### src/design/ncpi_pkg.sv
// Purpose: shared constants and types for the numeric coprocessor interface
// Assumes: cpu double-rate clock of 250 MHz (4 ns period)
// Notes: port addresses, setup bit position and all timing counts live here

package ncpi_pkg;

  // ---------------------------------------------------------------
  // i/o port addresses
  // ---------------------------------------------------------------
  localparam logic [7:0] COPRO_BUSY_CLEAR_ADDR = 8'hF0;    // copro_busy_clear, write only
  localparam logic [7:0] COPRO_RESET_TRIGGER_ADDR = 8'hF1; // copro_reset_trigger, write only

  // ---------------------------------------------------------------
  // misc_setup_reg field
  // ---------------------------------------------------------------
  localparam int MISC_COPRO_RESET_DISABLE_BIT = 6; // 1 blocks port-triggered copro reset

  // ---------------------------------------------------------------
  // timing, in cpu double-rate clock cycles
  // ---------------------------------------------------------------
  localparam logic [7:0] COPRO_RESET_CYCLES = 8'h50;    // 80 cycles of copro reset
  localparam logic [7:0] READY_DELAY_CYCLES = 8'h32;    // 50 cycles to ready pulse
  localparam logic [7:0] SYS_RESET_HOLD_CYCLES = 8'h10; // cpu reset hold after release
  localparam logic [7:0] BUSY_TRAIL_CYCLES = 8'h08;     // busy held past cpu reset fall

  // refresh periods in their own unit, and derived counts
  localparam int CLOCK_PERIOD_PS = 4000;           // 250 MHz
  localparam int REFRESH_FAST_PS = 15625000;       // 15.625 us
  localparam int REFRESH_SLOW_PS = 125000000;      // 125 us
  localparam int REFRESH_FAST_CYCLES = REFRESH_FAST_PS / CLOCK_PERIOD_PS;
  localparam int REFRESH_SLOW_CYCLES = REFRESH_SLOW_PS / CLOCK_PERIOD_PS;

  // ---------------------------------------------------------------
  // types
  // ---------------------------------------------------------------
  // coprocessor status pins, active-high inside the block
  typedef struct packed {
    logic error;       // copro_error_in active
    logic busy;        // copro_busy_in active
    logic operand_req; // copro_operand_req_in
  } ncpi_copro_pins_type;

  // reset sequencer states
  typedef enum logic [2:0] {
    SEQ_SYS_HOLD,   // system reset: cpu and copro held in reset
    SEQ_SYS_TRAIL,  // cpu reset released, self-test busy still held
    SEQ_IDLE,       // normal running
    SEQ_CO_RESET,   // port-triggered copro reset active
    SEQ_CO_WAIT     // counting down to the ready pulse
  } ncpi_seq_type;

endpackage : ncpi_pkg

### src/design/ncpi_refresh_tick.sv
// Purpose: one-cycle tick once every refresh period
// Assumes: counts are at least 2 and fit in the counter width
// Notes: select may change at any time; counter restarts on overflow

`timescale 1ns/1ps

module ncpi_refresh_tick #(
  parameter int FAST_CYCLES = ncpi_pkg::REFRESH_FAST_CYCLES,
  parameter int SLOW_CYCLES = ncpi_pkg::REFRESH_SLOW_CYCLES,
  parameter int WIDTH = 16
) (
  input wire logic clk,
  input wire logic rst_n,
  input wire logic slow_sel,
  output logic tick
);

  // ---------------------------------------------------------------
  // period counter
  // ---------------------------------------------------------------
  logic [WIDTH-1:0] count;      // cycles in current period
  logic [WIDTH-1:0] next_count; // next count
  logic next_tick;              // next tick
  logic [WIDTH-1:0] last;       // final count of the period

  // wrap point and counting
  always_comb begin
    last = slow_sel ? WIDTH'(SLOW_CYCLES - 1) : WIDTH'(FAST_CYCLES - 1);
    next_tick = 1'b0;
    next_count = count + WIDTH'(1);
    if (count >= last) begin // period over
      next_count = '0;
      next_tick = 1'b1;
    end
  end

  // registers
  always_ff @(posedge clk or negedge rst_n) begin
    if (!rst_n) begin
      count <= '0;
      tick <= 1'b0;
    end else begin
      count <= next_count;
      tick <= next_tick;
    end
  end

endmodule : ncpi_refresh_tick

### src/design/ncpi_copro_if.sv
// Purpose: glue between host cpu and numeric coprocessor (busy, error, reset)
// Assumes: io strobe and address come from cpu bus logic on CLOCK
// Notes: coprocessor pins are asynchronous and pass two flip-flops
//
// Behaviour
// - port F1 write: copro reset for 80 cycles
// - ready pulse 50 cycles after F1 copro reset falls
// - setup bit 6 set blocks F1 reset
// - active copro error raises irq 13
// - error latches busy; F0, F1, reset clear
// - copro busy always passed to cpu busy
// - system reset also drives cpu busy
// - busy pulsed every refresh period
// - error fall captures busy, ored into request
// - F0 write clears captured busy term
// - copro reset asserted during system reset
// - busy spans cpu reset fall by eight cycles

`timescale 1ns/1ps

module ncpi_copro_if #(
  parameter int REFRESH_SLOW_COUNT = ncpi_pkg::REFRESH_SLOW_CYCLES
) (
  input wire logic CLOCK,
  input wire logic RST_N,
  input wire logic IO_WRITE,
  input wire logic [7:0] IO_ADDR,
  input wire logic [7:0] MISC_SETUP_REG,
  input wire logic REFRESH_SLOW,
  input wire logic COPRO_ERROR_IN_N,
  input wire logic COPRO_BUSY_IN_N,
  input wire logic COPRO_OPERAND_REQ_IN,
  output logic CPU_BUSY_OUT_N,
  output logic CPU_OPERAND_REQ_OUT,
  output logic COPRO_RESET_OUT,
  output logic CPU_RESET_OUT,
  output logic READY_OUT_N,
  output logic IRQ13_OUT
);

  // ---------------------------------------------------------------
  // helpers
  // ---------------------------------------------------------------
  // io write to a given port; reads never match
  function automatic logic port_write(input logic wr, input logic [7:0] addr,
                                      input logic [7:0] port);
    port_write = wr && (addr == port);
  endfunction : port_write

  // ---------------------------------------------------------------
  // pin synchronisers
  // ---------------------------------------------------------------
  ncpi_pkg::ncpi_copro_pins_type pins_raw;   // pins as active-high
  ncpi_pkg::ncpi_copro_pins_type pins_meta;  // first stage, read by second only
  ncpi_pkg::ncpi_copro_pins_type pins_sync;  // second stage
  logic error_prev;                          // error one cycle back, edge detect
  logic next_error_prev;                     // next error_prev

  // invert the active-low pins
  always_comb begin
    pins_raw.error = ~COPRO_ERROR_IN_N;
    pins_raw.busy = ~COPRO_BUSY_IN_N;
    pins_raw.operand_req = COPRO_OPERAND_REQ_IN;
    next_error_prev = pins_sync.error;
  end

  // two-stage synchroniser plus edge history
  always_ff @(posedge CLOCK or negedge RST_N) begin
    if (!RST_N) begin
      pins_meta <= '0;
      pins_sync <= '0;
      error_prev <= 1'b0;
    end else begin
      pins_meta <= pins_raw;
      pins_sync <= pins_meta;
      error_prev <= next_error_prev;
    end
  end

  // ---------------------------------------------------------------
  // port decode
  // ---------------------------------------------------------------
  logic wr_busy_clear;    // write to F0, data ignored
  logic wr_reset_trigger; // write to F1, data ignored
  logic reset_disabled;   // setup bit blocks port reset

  always_comb begin
    wr_busy_clear = port_write(IO_WRITE, IO_ADDR, ncpi_pkg::COPRO_BUSY_CLEAR_ADDR);
    wr_reset_trigger = port_write(IO_WRITE, IO_ADDR,
                                  ncpi_pkg::COPRO_RESET_TRIGGER_ADDR);
    reset_disabled = MISC_SETUP_REG[ncpi_pkg::MISC_COPRO_RESET_DISABLE_BIT];
  end

  // ---------------------------------------------------------------
  // reset sequencer
  // ---------------------------------------------------------------
  ncpi_pkg::ncpi_seq_type state;      // current state
  ncpi_pkg::ncpi_seq_type next_state; // next state
  logic [7:0] count;                  // cycles within state
  logic [7:0] next_count;             // next count
  logic next_copro_reset;             // next COPRO_RESET_OUT
  logic next_cpu_reset;               // next CPU_RESET_OUT
  logic next_ready_n;                 // next READY_OUT_N
  logic sys_busy;                     // reset-time busy source

  // state transitions and counting
  always_comb begin
    next_state = state;
    next_count = count + 8'h01;
    next_ready_n = 1'b1;
    case (state)
      ncpi_pkg::SEQ_SYS_HOLD: begin // hold cpu and copro after release
        if (count == ncpi_pkg::SYS_RESET_HOLD_CYCLES - 8'h01) begin
          next_state = ncpi_pkg::SEQ_SYS_TRAIL;
          next_count = 8'h00;
        end
      end
      ncpi_pkg::SEQ_SYS_TRAIL: begin // busy outlasts cpu reset fall
        if (count == ncpi_pkg::BUSY_TRAIL_CYCLES - 8'h01) begin
          next_state = ncpi_pkg::SEQ_IDLE;
          next_count = 8'h00;
        end
      end
      ncpi_pkg::SEQ_IDLE: begin // wait for a port reset
        next_count = 8'h00;
        if (wr_reset_trigger && !reset_disabled) begin
          next_state = ncpi_pkg::SEQ_CO_RESET;
        end
      end
      ncpi_pkg::SEQ_CO_RESET: begin // further F1 writes ignored here
        if (count == ncpi_pkg::COPRO_RESET_CYCLES - 8'h01) begin
          next_state = ncpi_pkg::SEQ_CO_WAIT;
          next_count = 8'h00;
        end
      end
      ncpi_pkg::SEQ_CO_WAIT: begin // count to the ready pulse
        if (count == ncpi_pkg::READY_DELAY_CYCLES - 8'h01) begin
          next_state = ncpi_pkg::SEQ_IDLE;
          next_count = 8'h00;
          next_ready_n = 1'b0;
        end
      end
      default: begin // unused codes recover to idle
        next_state = ncpi_pkg::SEQ_IDLE;
        next_count = 8'h00;
      end
    endcase
    // outputs follow the state they belong to
    next_copro_reset = (next_state == ncpi_pkg::SEQ_SYS_HOLD) ||
                       (next_state == ncpi_pkg::SEQ_CO_RESET);
    next_cpu_reset = (next_state == ncpi_pkg::SEQ_SYS_HOLD);
    sys_busy = (next_state == ncpi_pkg::SEQ_SYS_HOLD) ||
               (next_state == ncpi_pkg::SEQ_SYS_TRAIL);
  end

  // sequencer registers; reset parks in system hold
  always_ff @(posedge CLOCK or negedge RST_N) begin
    if (!RST_N) begin
      state <= ncpi_pkg::SEQ_SYS_HOLD;
      count <= 8'h00;
      COPRO_RESET_OUT <= 1'b1;
      CPU_RESET_OUT <= 1'b1;
      READY_OUT_N <= 1'b1;
    end else begin
      state <= next_state;
      count <= next_count;
      COPRO_RESET_OUT <= next_copro_reset;
      CPU_RESET_OUT <= next_cpu_reset;
      READY_OUT_N <= next_ready_n;
    end
  end

  // ---------------------------------------------------------------
  // refresh-period busy tick
  // ---------------------------------------------------------------
  logic refresh_tick; // one cycle each refresh period

  ncpi_refresh_tick #(
    .FAST_CYCLES(ncpi_pkg::REFRESH_FAST_CYCLES),
    .SLOW_CYCLES(REFRESH_SLOW_COUNT),
    .WIDTH(16)
  ) u_refresh_tick (
    .clk(CLOCK),
    .rst_n(RST_N),
    .slow_sel(REFRESH_SLOW),
    .tick(refresh_tick)
  );

  // ---------------------------------------------------------------
  // error latch, captured busy and cpu-side outputs
  // ---------------------------------------------------------------
  logic err_latch;          // latched error busy
  logic next_err_latch;     // next err_latch
  logic cap_busy;           // busy captured at error onset
  logic next_cap_busy;      // next cap_busy
  logic next_busy_n;        // next CPU_BUSY_OUT_N
  logic next_operand_req;   // next CPU_OPERAND_REQ_OUT
  logic next_irq;           // next IRQ13_OUT
  logic error_fall;         // error pin just went active

  // latch updates: a set in the clearing cycle wins
  always_comb begin
    error_fall = pins_sync.error && !error_prev;
    next_err_latch = err_latch;
    if (wr_busy_clear || wr_reset_trigger || COPRO_RESET_OUT) begin
      next_err_latch = 1'b0;
    end
    if (pins_sync.error) begin
      next_err_latch = 1'b1;
    end
    next_cap_busy = cap_busy;
    if (wr_busy_clear) begin
      next_cap_busy = 1'b0;
    end
    if (error_fall) begin
      next_cap_busy = pins_sync.busy;
    end
    // busy sources combined, active low at the pin
    next_busy_n = ~(pins_sync.busy | next_err_latch | sys_busy |
                    refresh_tick);
    next_operand_req = pins_sync.operand_req | next_cap_busy;
    next_irq = pins_sync.error;
  end

  // latch and output registers
  always_ff @(posedge CLOCK or negedge RST_N) begin
    if (!RST_N) begin
      err_latch <= 1'b0;
      cap_busy <= 1'b0;
      CPU_BUSY_OUT_N <= 1'b0;
      CPU_OPERAND_REQ_OUT <= 1'b0;
      IRQ13_OUT <= 1'b0;
    end else begin
      err_latch <= next_err_latch;
      cap_busy <= next_cap_busy;
      CPU_BUSY_OUT_N <= next_busy_n;
      CPU_OPERAND_REQ_OUT <= next_operand_req;
      IRQ13_OUT <= next_irq;
    end
  end

endmodule : ncpi_copro_if

### config.mk
export PLATFORM = sky130hd
export DESIGN_NAME = ncpi_copro_if
export DESIGN_NICKNAME = d
export VERILOG_FILES = /design/src/design/ncpi_pkg.sv /design/src/design/ncpi_refresh_tick.sv /design/src/design/ncpi_copro_if.sv
export SDC_FILE = /design/constraint.sdc
export NUM_CORES = 1
export LEC_CHECK = 0
export ABC_AREA = 0
export ABC_CLOCK_PERIOD_IN_PS = 4800
export BUFFER_PORTS_ARGS = -buffer_cell sky130_fd_sc_hd__clkbuf_2
export CAP_MARGIN = 0
export CELL_PAD_IN_SITES_DETAIL_PLACEMENT = 2
export CELL_PAD_IN_SITES_GLOBAL_PLACEMENT = 2
export CORE_MARGIN = 2
export CORE_UTILIZATION = 40
export DETAILED_ROUTE_END_ITERATION = 7
export GPL_TIMING_DRIVEN = 0
export PLACE_DENSITY = 0.94
export SETUP_SLACK_MARGIN = 0.15
export SLEW_MARGIN = 25
export SYNTH_ARGS = -nofsm -noshare
export SYNTH_HDL_FRONTEND = slang
export SYNTH_SLANG_ARGS = --single-unit
### constraint.sdc
create_clock -name CLOCK -period 4.8 [get_ports CLOCK]
set_input_delay 0.48 -clock CLOCK [delete_from_list [all_inputs] [get_ports CLOCK]]
set_output_delay 0.48 -clock CLOCK [all_outputs]
set_load 0.02 [all_outputs]
# ---- Yosys cells after proc, flatten, opt, wreduce, memory -nomap -nowiden
# Index checks and enable logic that the tools add are counted.
dict set report totals {
  reg_bits 42
  out_inout_bits 6
  wordCells 72
}
dict set report op_classes {
  addsub 2
  magnitude_cmp 1
  n_eq_ne 12
  mux 20
  bitwise 7
  n_reduce_logical 12
}
# operator n
set op_table {}
lappend op_table {{$mux W8} 4}
lappend op_table {{$pmux W8 S4} 1}
lappend op_table {{$add A16 B1 Y16 const B} 1}
lappend op_table {{$eq A8 B8 Y1 const B} 2}
lappend op_table {{$ge A16 B16 Y1} 1}
lappend op_table {{$mux W16} 1}
lappend op_table {{$mux W15} 1}
lappend op_table {{$mux W3} 5}
lappend op_table {{$pmux W3 S5} 1}
lappend op_table {{$eq A3 B2 Y1 const B} 3}
lappend op_table {{$add A8 B1 Y8 const B} 1}
lappend op_table {{$eq A8 B3 Y1 const B} 1}
lappend op_table {{$eq A8 B4 Y1 const B} 1}
lappend op_table {{$eq A8 B6 Y1 const B} 1}
lappend op_table {{$eq A8 B7 Y1 const B} 1}
lappend op_table {{$mux W1} 7}
lappend op_table {{$eq A3 B1 Y1 const B} 2}
lappend op_table {{$logic_not A3 Y1} 2}
lappend op_table {{$logic_and A1 B1 Y1} 4}
lappend op_table {{$logic_or A1 B1 Y1} 4}
lappend op_table {{$or A1 B1 Y1} 4}
lappend op_table {{$eq A3 B3 Y1 const B} 1}
lappend op_table {{$not A1 Y1} 3}
lappend op_table {{$logic_not A1 Y1} 2}

# ---- Depth between registers and ports, before layout
# Gate-level depths: netlist (run 1).
dict set report depth {
  ltp_word 10
  depth_mapped 7
  mapped_depth_nobuf 6
}

# ---- Modules after synthesis
# Synthesis (run 1) repeated with hierarchy kept, for this count alone.
dict set report hier_totals {
  hier_cells 193
  area_unflattened_um2 2180.8
}
# module instances cells_each area_per_inst_um2 seq_area_each_um2
set by_module_without_submodules {}
lappend by_module_without_submodules {ncpi_refresh_tick 1 101 1107.3 425.4}
lappend by_module_without_submodules {ncpi_copro_if 1 92 1073.5 629.4}

# ---- Least setup slack after synthesis (run 1)
# OpenSTA, ideal clock, no wires.
dict set report synth_path {
  kind {in2reg}
  start {input REFRESH_SLOW}
  end {register u_refresh_tick.count[10]}
  setup_ps 142
  t_arrival_ps 1803
  path_slack_ps 2855
  cell_stages 7
  path_buffers 1
  cell_sequence {inv_1 -> ha_1 -> nand2_1 -> o211a_1 -> o21ai_1 -> clkbuf_1 -> a211oi_1}
}
dict set report synth_between {
  elab_chain_len 3
}
# element line
set synth_lines {}
lappend synth_lines {{from (decl)} ncpi_copro_if.sv:29} ;# input wire logic REFRESH_SLOW,
lappend synth_lines {{$mux W15} ncpi_refresh_tick.sv:28} ;# last = slow_sel ? WIDTH'(SLOW_CYCLES - 1) : WIDTH'(FAST_CYCLES - 1);
lappend synth_lines {{$ge A16 B16 Y1} ncpi_refresh_tick.sv:31} ;# if (count >= last) begin
lappend synth_lines {{$mux W16} ncpi_refresh_tick.sv:31}
lappend synth_lines {{named net u_refresh_tick.next_count[10]} ncpi_refresh_tick.sv:22} ;# logic [WIDTH-1:0] next_count;
lappend synth_lines {{to (signal assigned)} ncpi_refresh_tick.sv:43} ;# count <= next_count;
lappend synth_lines {{to (decl)} ncpi_refresh_tick.sv:21} ;# logic [WIDTH-1:0] count;
# The timed path passes the listed nets, and every way through them passes these cells.

# ---- Worst setup path after layout (run 1)
dict set report layout_path {
  start {register u_refresh_tick.count[1]}
  end {register u_refresh_tick.count[15]}
}
dict set report layout_between {
  elab_chain_len 2
  word_cells_on_any_way 3
  classes_between {add/sub (1); order compare (1); mux (1)}
}
# element line
set layout_lines {}
lappend layout_lines {{$add A16 B1 Y16 / $ge A16 B16 Y1 (equally long branches)} {ncpi_refresh_tick.sv:30, ncpi_refresh_tick.sv:31}}
lappend layout_lines {{$mux W16 (*)} ncpi_refresh_tick.sv:31}
lappend layout_lines {{named net u_refresh_tick.next_count[15]} ncpi_refresh_tick.sv:22}
# Mark *: on every way through the listed nets, which the timed path passes. The rest lies on a longest branch.

==> results of run 1 <==
## cells in the mapped netlist, drive strengths merged (2+ instances only)
library cell,instances
or4,2
and3,2
nor4b,3
and4,2
a21o,3
nor2b,4
dfrtp,39
a21oi,3
ha,12
nand2b,2
or4b,2
buf,3
nor2,14
o21ai,4
nand4,5
nor3,6
inv,10
clkbuf,5
dfstp,3
or3,3
xor2,7
xnor2,12
a211oi,15
nor4,4
a211o,2
nand3,12
nand2,8
## critical path: stages, from the launching register on
cell and delay, ns:
dfrtp_1 0.48, inv_1 0.11, ha_1 0.18, nor4b_1 0.15, o211a_1 0.22, o21ai_1 0.51, clkbuf_1 0.42, a21oi_1 0.18
## logic make-up after synthesis
| group | synth area share |
|---|---|
| flip-flops | 0.4862 |
| buffers and inverters | 0.03518 |
| AND/OR/NAND/NOR | 0.1955 |
| adder cells (fa/ha/maj) | 0.06920 |
| AO/OA/AOI/OAI | 0.1321 |
| multiplexers | 0.005190 |
| XOR/XNOR | 0.07670 |
## sequential cells by signal, indices dropped and copies added, names as in the netlist
name and count:
COPRO_RESET_OUT 1, CPU_BUSY_OUT_N 1, CPU_OPERAND_REQ_OUT 1, CPU_RESET_OUT 1
IRQ13_OUT 1, READY_OUT_N 1, cap_busy 1, count 8
err_latch 1, next_error_prev 1, pins_meta 3, pins_sync 2
state 3, u_refresh_tick.count 16, u_refresh_tick.tick 1
## cell type report
type	count	share of cell area
timing repair buffer	21	0.04341
inverter	10	0.01514
tap	70	0.03534
clock inverter	3	0.01817
sequential	42	0.4255
clock buffer	5	0.02776
buffer	8	0.01565
multi-input combinational	143	0.4190
## report_power, final
group	internal, µW	leakage [µW]	total (µW)	switching, µW
Clock	155	0.0000504	289	134
Combinational	96.3	0.000493	223	127
Sequential	409	0.000534	478	69.0
Total	660	0.00108	990	330
## per-layer routing
layer | global-route usage | share of wire | routed length [µm]
met2 | 0.4086 | 0.57 | 3391
met1 | 0.2547 | 0.39 | 2355
met4 | 0.07857 | 0.020 | 119
met5 | 0 | 0 | 0
met3 | 0.04302 | 0.019 | 113
## per-stage QoR
| step | setup slack, ns | hold slack (ns) | instance area, µm² | utilization | instances |
|---|---|---|---|---|---|
| floorplan | 2.855 | 0.1844 | 2170 | - | 203 |
| global placement | 2.317 | 0.3330 | 2362 | 0.4567 | 294 |
| detailed placement | 2.233 | 0.3485 | 2362 | 0.4567 | 294 |
| CTS | 2.347 | 0.2641 | 2476 | 0.4787 | 302 |
| global route | 2.165 | 0.1800 | 2479 | 0.4792 | 302 |
| finish | 2.385 | 0.1440 | 2479 | 0.4792 | 302 |
## worst paths after layout
kind	startpoint	to	slack, ns
max	u_refresh_tick.count[1]	u_refresh_tick.count[15]	2.38
min	RST_N	state[2]	0.14
max reg2reg	u_refresh_tick.count[1]	u_refresh_tick.count[15]	2.38
min reg2reg	pins_meta[0]	pins_sync[0]	0.37
max in group asynchronous	RST_N	u_refresh_tick.count[13]	4.28
min in group CLOCK	COPRO_OPERAND_REQ_IN	pins_meta[0]	0.27
==> results.txt, run 1 <==
PwrDens - 399.5 nW/µm²
Post-Synthesis Cells - 203
diode count - 0
post-CTS sizing - 0
Initial DRT Pass Iterations - 4
top cell type's share of synthesized area - 0.4498
period utilization - 0.5032
Inserted Clock Buffers - 5
Mean Syn Cell Area - 10.69 µm²
Max VDD drop - 0.2329 mV
Final Max Slew Viols - 0
status - finished, final reports clean
antenna viol nets, final - 0
top cell type by total area after synthesis - dfrtp_1
IO buf count - 21
# rows - 26
first-pass GRT wire length - 10.22 mm
Critical Path Start Type - flip-flop
hold crit path type - input port to asynchronous set/reset pin
leakage - 0.001077 µW
largest cells by area after synthesis - dfrtp_1 (45%), ha_1 (6.9%), a211oi_1 (5.2%), xnor2_1 (4.8%), dfstp_2 (3.6%)
CP max FO - 10
worst slew pin tran - 0.6210 ns
initial antenna violation count - 0
pin count of the biggest net entering global routing - 43
Max-Cap Viols - 0
crit path DAT - 2.57 ns
fraction of registers with async set/reset - 1.000
vias in the first global route - 1,975
multi-input combinational cell area - 1039 µm²
fmax - 414.0 MHz
vias per inst - 5.652
RSZ-0062 raised after global routing - no
synth unique cells - 48
Fillers - 547
Die Wd - 77.65 µm
most frequent cells in the layout - dfrtp_1 (39), clkbuf_2 (20), a211oi_1 (15), nor2_1 (14)
Layout Nets - 266
gr ovfl total - 0
Via Count - 1,707
HPWL Detailed - 4.353 mm
Worst slew margin - 0.5832
final setup fails - 0
1st-iter DRT viols - 46
gr usage total - 0.2224
register area - 1055 µm²
hold buffers post-CTS - 0
most common cell after layout, fill and taps aside - dfrtp_1
Post-CTS Setup Bufs - 0
core area - 5172 µm²
synth-to-layout area growth - 14.24%
Clk Latency, worst-skew pair - 0.31 ns
H-tree Lvls - 2
sequential share of the synthesized area - 0.4862
Residual DRC - 0
post-route minimum period - 2.415 ns
worst r2r path cells - 7
mapped cell area - 2170 µm²
Starting Density - 0.4194
Num Clock Sinks - 42
register bit total from synthesis - 42
Synth Flop Type - dfrtp_1
total power - 990.3 µW
Warnings, synthesis - 0
Post-Syn Nets - 238
crit path kind - flip-flop to flip-flop
die height - 77.65 µm
RD Place Congestion - 0.7746
final hold vios - 0
clock slew at reported path FFs - 0.08 ns
CTS Root Cell - clkbuf_8
CTS tree - built
Longest Clk Path Bufs - 2
clock skew after layout - 0.004554 ns
Ports - 29
CP endpoint kind - flip-flop
WL per Instance - 19.80 µm
Post-synth EDFFs - 0
setup TNS - 0 ns
share of layout cells above drive strength 1 - 0.1810
Worst Path Required - 4.96 ns
Total Wirelength - 5.979 mm
die area - 6029 µm²
Note: power is estimated with default switching activity, not from simulation.
==> inputs of run 2 (changes only) <==
--- a/config.mk
+++ b/config.mk
@@ -6,16 +6,16 @@
 export NUM_CORES = 1
 export LEC_CHECK = 0
 export ABC_AREA = 0
-export ABC_CLOCK_PERIOD_IN_PS = 4800
+export ABC_CLOCK_PERIOD_IN_PS = 2400
 export BUFFER_PORTS_ARGS = -buffer_cell sky130_fd_sc_hd__clkbuf_2
 export CAP_MARGIN = 0
 export CELL_PAD_IN_SITES_DETAIL_PLACEMENT = 2
 export CELL_PAD_IN_SITES_GLOBAL_PLACEMENT = 2
 export CORE_MARGIN = 2
-export CORE_UTILIZATION = 40
+export CORE_UTILIZATION = 37
 export DETAILED_ROUTE_END_ITERATION = 7
 export GPL_TIMING_DRIVEN = 0
-export PLACE_DENSITY = 0.94
+export PLACE_DENSITY = 0.89
 export SETUP_SLACK_MARGIN = 0.15
 export SLEW_MARGIN = 25
 export SYNTH_ARGS = -nofsm -noshare
==> constraint.sdc (replaced) <==
create_clock -name CLOCK -period 2.4 [get_ports CLOCK]
set_input_delay 0.24 -clock CLOCK [delete_from_list [all_inputs] [get_ports CLOCK]]
set_output_delay 0.24 -clock CLOCK [all_outputs]
set_load 0.02 [all_outputs]
==> run 2 against run 1 <==
Compared with the run above:
- routed wire length increased by 3.6%
- register-to-register slack worse by 2.0 ns
- sequential power is 100% higher
- die area increased by 7.7%
- largest cell class is now multi-input gates
- highest routed layer unchanged
==> results.txt, run 2 (same netlist as run 1, synthesis figures left out) <==
Total Wirelength - 6.197 mm
first-pass GRT wire length - 10.29 mm
Worst Path Required - 2.59 ns
Largest register FFs - 16
Critical Path Start Type - flip-flop
Largest Register - u_refresh_tick.count
RD Place Congestion - 0.7556
die area - 6492 µm²
Via Count - 1,730
fmax - 484.4 MHz
1st-iter DRT viols - 65
# rows - 27
CTS tree - built
Fillers - 575
Initial DRT Pass Iterations - 4
synth-to-layout area growth - 17.36%
post-route insts no fill - 306
CP max FO - 10
P_sw - 677.9 µW
worst slew pin tran - 0.5768 ns
Max-Cap Viols - 0
total power - 2119 µW
gr ovfl total - 0
Residual DRC - 0
PwrDens - 832.3 nW/µm²
Layout Nets - 268
Longest Clk Path Bufs - 2
most frequent cells in the layout - dfrtp_1 (39), clkbuf_2 (21), nor2_1 (14), a211oi_1 (14)
crit path DAT - 2.26 ns
clock share of power - 0.320
final setup fails - 0
share of layout cells above drive strength 1 - 0.2009
final hold vios - 0
IO buf count - 21
RSZ-0062 raised after global routing - no
antenna viol nets, final - 0
HPWL Detailed - 4.047 mm
Power Internal - 1441 µW
die height - 80.58 µm
Clk Latency, worst-skew pair - 0.30 ns
vias per inst - 5.654
CTS Root Cell - clkbuf_8
WL per Instance - 20.25 µm
Die Wd - 80.58 µm
status - finished, final reports clean
clock skew after layout - 0.004895 ns
Cells after DPL - 296
H-tree Lvls - 2
core area - 5574 µm²
setup TNS - 0 ns
pin count of the biggest net entering global routing - 43
Ports - 29
leakage - 0.001113 µW
diode count - 0
clock slew at reported path FFs - 0.09 ns
logic gate share of total power - 0.225
hold crit path type - input port to flip-flop
vias in the first global route - 2,011
CP endpoint kind - flip-flop
Num Clock Sinks - 42
largest registers - u_refresh_tick.count (16), count (8)
initial antenna violation count - 0
Final Max Slew Viols - 0
most common cell after layout, fill and taps aside - dfrtp_1
gr usage total - 0.2118
sequential group share of total power - 0.455
Inserted Clock Buffers - 5
Worst slew margin - 0.6155
Max VDD drop - 0.5680 mV
Starting Density - 0.3892
crit path kind - flip-flop to flip-flop
period utilization - 0.8602
post-route minimum period - 2.065 ns
sw frac - 0.3199
[run 2: final cells by class]
| type | instances | area [µm²] | share of cell area |
|---|---|---|---|
| multi-input cells | 143 | 1061 | 0.4167 |
| flip-flops and latches | 42 | 1055 | 0.4143 |
| plain buffers | 8 | 40.04 | 0.01572 |
| clock buffers | 5 | 68.82 | 0.02703 |
| clock inverters | 3 | 68.82 | 0.02703 |
| well taps | 72 | 90.09 | 0.03538 |
| inverters | 10 | 37.54 | 0.01474 |
| repair buffers | 23 | 125.1 | 0.04914 |
[run 2: per-layer routing]
layer,global-route usage,share of wire
met5,0,0
met4,0.1017,0.028
met3,0.04157,0.021
met2,0.3933,0.56
met1,0.2272,0.39
[run 2: metrics by stage]
stage                     setup slack, ns  area (µm²)  utilization  hold slack, ns
final                              0.3354        2546       0.4568         0.04034
after global routing               0.2063        2546       0.4568         0.03062
after detailed placement          0.01719        2367       0.4247          0.3072
after CTS                          0.1656        2519       0.4519         0.03218
after floorplan                    0.5189        2170            -        -0.05559
after global placement            0.06840        2365       0.4242          0.3327
[run 2: timing repair]
action	CTS	global route
endpoints found under the hold margin	39	0
endpoints found under the setup margin	10	14
pin swaps	0	1
gates resized for setup	1	5
hold buffers	1	0
buffers inserted	0	1
[run 2: worst max-delay path, cell delays in order (launching register included)]
cell,delay [ns]
dfrtp_1,0.43
ha_1,0.34
a21o_1,0.21
a211o_1,0.39
clkbuf_1,0.29
a211oi_1,0.30
[run 2: path summary, 6_finish.rpt]
kind / startpoint / endpoint / slack, ns / cells after the start
worst max register to register: u_refresh_tick.count[13] / u_refresh_tick.count[7] / 0.34 / 5
worst min-delay path: COPRO_OPERAND_REQ_IN / pins_meta[0] / 0.04 / 1
worst max-delay path: u_refresh_tick.count[13] / u_refresh_tick.count[7] / 0.34 / 5
max in group asynchronous: RST_N / u_refresh_tick.count[11] / 1.52 / 2
min in group asynchronous: RST_N / count[6] / 0.49 / 2
worst min register to register: pins_meta[2] / next_error_prev / 0.35 / 0
[run 2: power by group through the flow]
stage          registers [µW]  clock network [µW]  logic, µW
6_report                  963                 679        477
5_1_grt                   982                 716        539
4_1_cts                   959                 694        461
3_5_place_dp              963                   0        435
3_3_place_gp              953                   0        399
2_1_floorplan             939                   0        293
==> inputs of run 3 (changes only) <==
--- a/config.mk
+++ b/config.mk
@@ -15,9 +15,10 @@
 export CORE_UTILIZATION = 37
 export DETAILED_ROUTE_END_ITERATION = 7
 export GPL_TIMING_DRIVEN = 0
-export PLACE_DENSITY = 0.89
+export PLACE_DENSITY = 0.88
 export SETUP_SLACK_MARGIN = 0.15
 export SLEW_MARGIN = 25
 export SYNTH_ARGS = -nofsm -noshare
 export SYNTH_HDL_FRONTEND = slang
+export SYNTH_HIERARCHICAL = 1
 export SYNTH_SLANG_ARGS = --single-unit
==> run 3 against run 2 <==
Compared with the run above:
- sequential share of layout area is 0.20 points higher
- worst setup slack lost 0.088 ns
- non-clock buffer count is 3 lower
- largest cell class unchanged
- highest routed layer unchanged
==> results.txt, run 3 <==
DR top layer - met4
status - finished, final reports clean
first-pass GRT wire length - 8.997 mm
core area - 5608 µm²
synth-to-layout area growth - 16.18%
post-route minimum period - 2.153 ns
fraction of registers with async set/reset - 1.000
H-tree Lvls - 2
synth unique cells - 47
gr ovfl total - 0
Max VDD drop - 0.2470 mV
final hold vios - 0
leakage - 0.001114 µW
Residual DRC - 0
WL per Instance - 17.46 µm
CP endpoint kind - flip-flop
die area - 6525 µm²
final setup fails - 0
RD Place Congestion - 0.7526
1st-iter DRT viols - 54
CP max FO - 7
critical-path cell list - inv_1 > ha_1 > or4b_1 > or3_4 > a2111oi_4 > buf_6 > nor2_1
antenna viol nets, final - 0
top cell type by total area after synthesis - dfrtp_1
Cells after DPL - 287
sequential group share of total power - 0.496
Clk Latency, worst-skew pair - 0.30 ns
Total Wirelength - 5.204 mm
HPWL Detailed - 3.815 mm
met2 WL post-DR - 2.640 mm
Fillers - 614
worst slew pin tran - 0.5747 ns
Largest register FFs - 16
Largest Register - u_refresh_tick/count
clock slew at reported path FFs - 0.08 ns
CTS Root Cell - clkbuf_8
post-route insts no fill - 298
RSZ-0062 raised after global routing - no
initial antenna violation count - 0
register bit total from synthesis - 42
Slowest cell on crit path - or4b_1
Num Clock Sinks - 42
multi-input combinational cell area - 1060 µm²
Post-Synthesis Cells - 193
sw frac - 0.3103
diode count - 0
Inserted Clock Buffers - 5
Synth Flop Type - dfrtp_1
logic gate share of total power - 0.200
Critical Path Start Type - flip-flop
Layout Nets - 260
crit path DAT - 2.33 ns
P_sw - 569.5 µW
period utilization - 0.8971
CTS tree - built
Post-synth EDFFs - 0
Via Count - 1,617
Slowest Stage Delay on Critical Path - 0.46 ns
largest cells by area after synthesis - dfrtp_1 (45%), ha_1 (6.9%), xnor2_1 (6.0%), a211oi_2 (4.0%), dfstp_2 (3.6%)
Longest Clk Path Bufs - 2
setup TNS - 0 ns
Warnings, synthesis - 6
PwrDens - 724.4 nW/µm²
Power Internal - 1266 µW
DR WL met3 - 181 µm
Worst slew margin - 0.6154
gr usage total - 0.1821
Ports - 29
clock share of power - 0.303
Final Util - 0.4518
share of layout cells above drive strength 1 - 0.2478
IO buf count - 21
Final Hold Slack - 0.04680 ns
hold crit path type - input port to flip-flop
Post-Syn Nets - 228
vias per inst - 5.426
most frequent cells after synthesis - dfrtp_1 (39), nor2_1 (18), xnor2_1 (15)
fmax - 464.5 MHz
top cell type's share of synthesized area - 0.4475
vias in the first global route - 1,817
most common cell after layout, fill and taps aside - dfrtp_1
crit path kind - flip-flop to flip-flop
total power - 1835 µW
largest registers - u_refresh_tick/count (16), count (8)
Final Max Slew Viols - 0
Initial DRT Pass Iterations - 4
Starting Density - 0.3889
Mean Syn Cell Area - 11.30 µm²
Max-Cap Viols - 0
register area - 1055 µm²
mapped cell area - 2181 µm²
pin count of the biggest net entering global routing - 27
most frequent cells in the layout - dfrtp_1 (39), clkbuf_2 (21), nor2_1 (18), xnor2_1 (15)
Die Wd - 80.78 µm
die height - 80.78 µm
# rows - 27
Worst Path Required - 2.58 ns
wl on met1 - 2.296 mm
clock skew after layout - 0.006369 ns
count leader, synth - dfrtp_1
sequential share of the synthesized area - 0.4836
## run 3: worst paths after layout
kind                       slack [ns]                 start           end  cells past startpoint
setup / recovery                 0.25              count[1]      count[3]                      7
hold / removal                   0.05  COPRO_OPERAND_REQ_IN  pins_meta[0]                      1
setup reg to reg                 0.25              count[1]      count[3]                      7
hold reg to reg                  0.36          pins_meta[0]  pins_sync[0]                      0
max in group asynchronous        1.41                 RST_N   READY_OUT_N                      3
min in group asynchronous        0.42                 RST_N  pins_meta[1]                      2
## run 3: power by group through the flow
stage / sequential, µW / clock [µW] / combinational (µW)
after detailed placement: 920 / 0 / 381
after floorplan: 894 / 0 / 264
final: 911 / 557 / 368
after CTS: 912 / 579 / 380
after global placement: 917 / 0 / 339
after global routing: 930 / 604 / 418
## run 3: cells by family (layout without fill, tap and decap cells)
kind of cell               Yosys count  in the layout  share of synthesized area
adders and majority gates           12             12                    0.06884
AOI/OAI and AO/OA                   37             37                     0.1560
and+or+nand+nor                     69             69                     0.1888
buffers and inverters               15             48                    0.03041
DFF                                 42             42                     0.4837
xor gates and xnor gates            18             18                    0.07229
## run 3: worst max-delay path, delay by kind of cell (launching register included)
kind,cells,cell delay [ns]
AOI/OAI and AO/OA,1,0.38
buffers and inverters,2,0.25
and+or+nand+nor,3,0.89
DFF,1,0.40
adders and majority gates,1,0.13
## run 3: layout make-up
cell class,instances,area share
multi-input combinational,136,0.4183
sequential,42,0.4163
timing repair buffer,25,0.06074
tap,72,0.03556
clock buffer,5,0.02716
inverter,12,0.01778
clock inverter,3,0.01580
buffer,3,0.008395
## run 3: what timing repair did
item,4_1_cts,5_1_grt
gates cloned,0,0
gates resized for setup,0,1
hold buffers,1,0
endpoints found under the hold margin,16,0
endpoints found under the setup margin,1,7
setup buffers,1,1
pin swaps,1,0
## run 3: stage by stage
stage / instance area [µm²] / setup WS [ns]
3_3_place_gp: 2376 / 0.2146
3_5_place_dp: 2396 / 0.1288
6_report: 2534 / 0.2471
5_1_grt: 2534 / 0.1523
4_1_cts: 2522 / 0.2200
2_1_floorplan: 2181 / 0.4144
## run 3: routing by layer
metal,up-vias,global-route usage
met3,9,0.03667
met5,-,0
met2,28,0.3200
li1,761,-
met1,819,0.2203
met4,0,0.06949
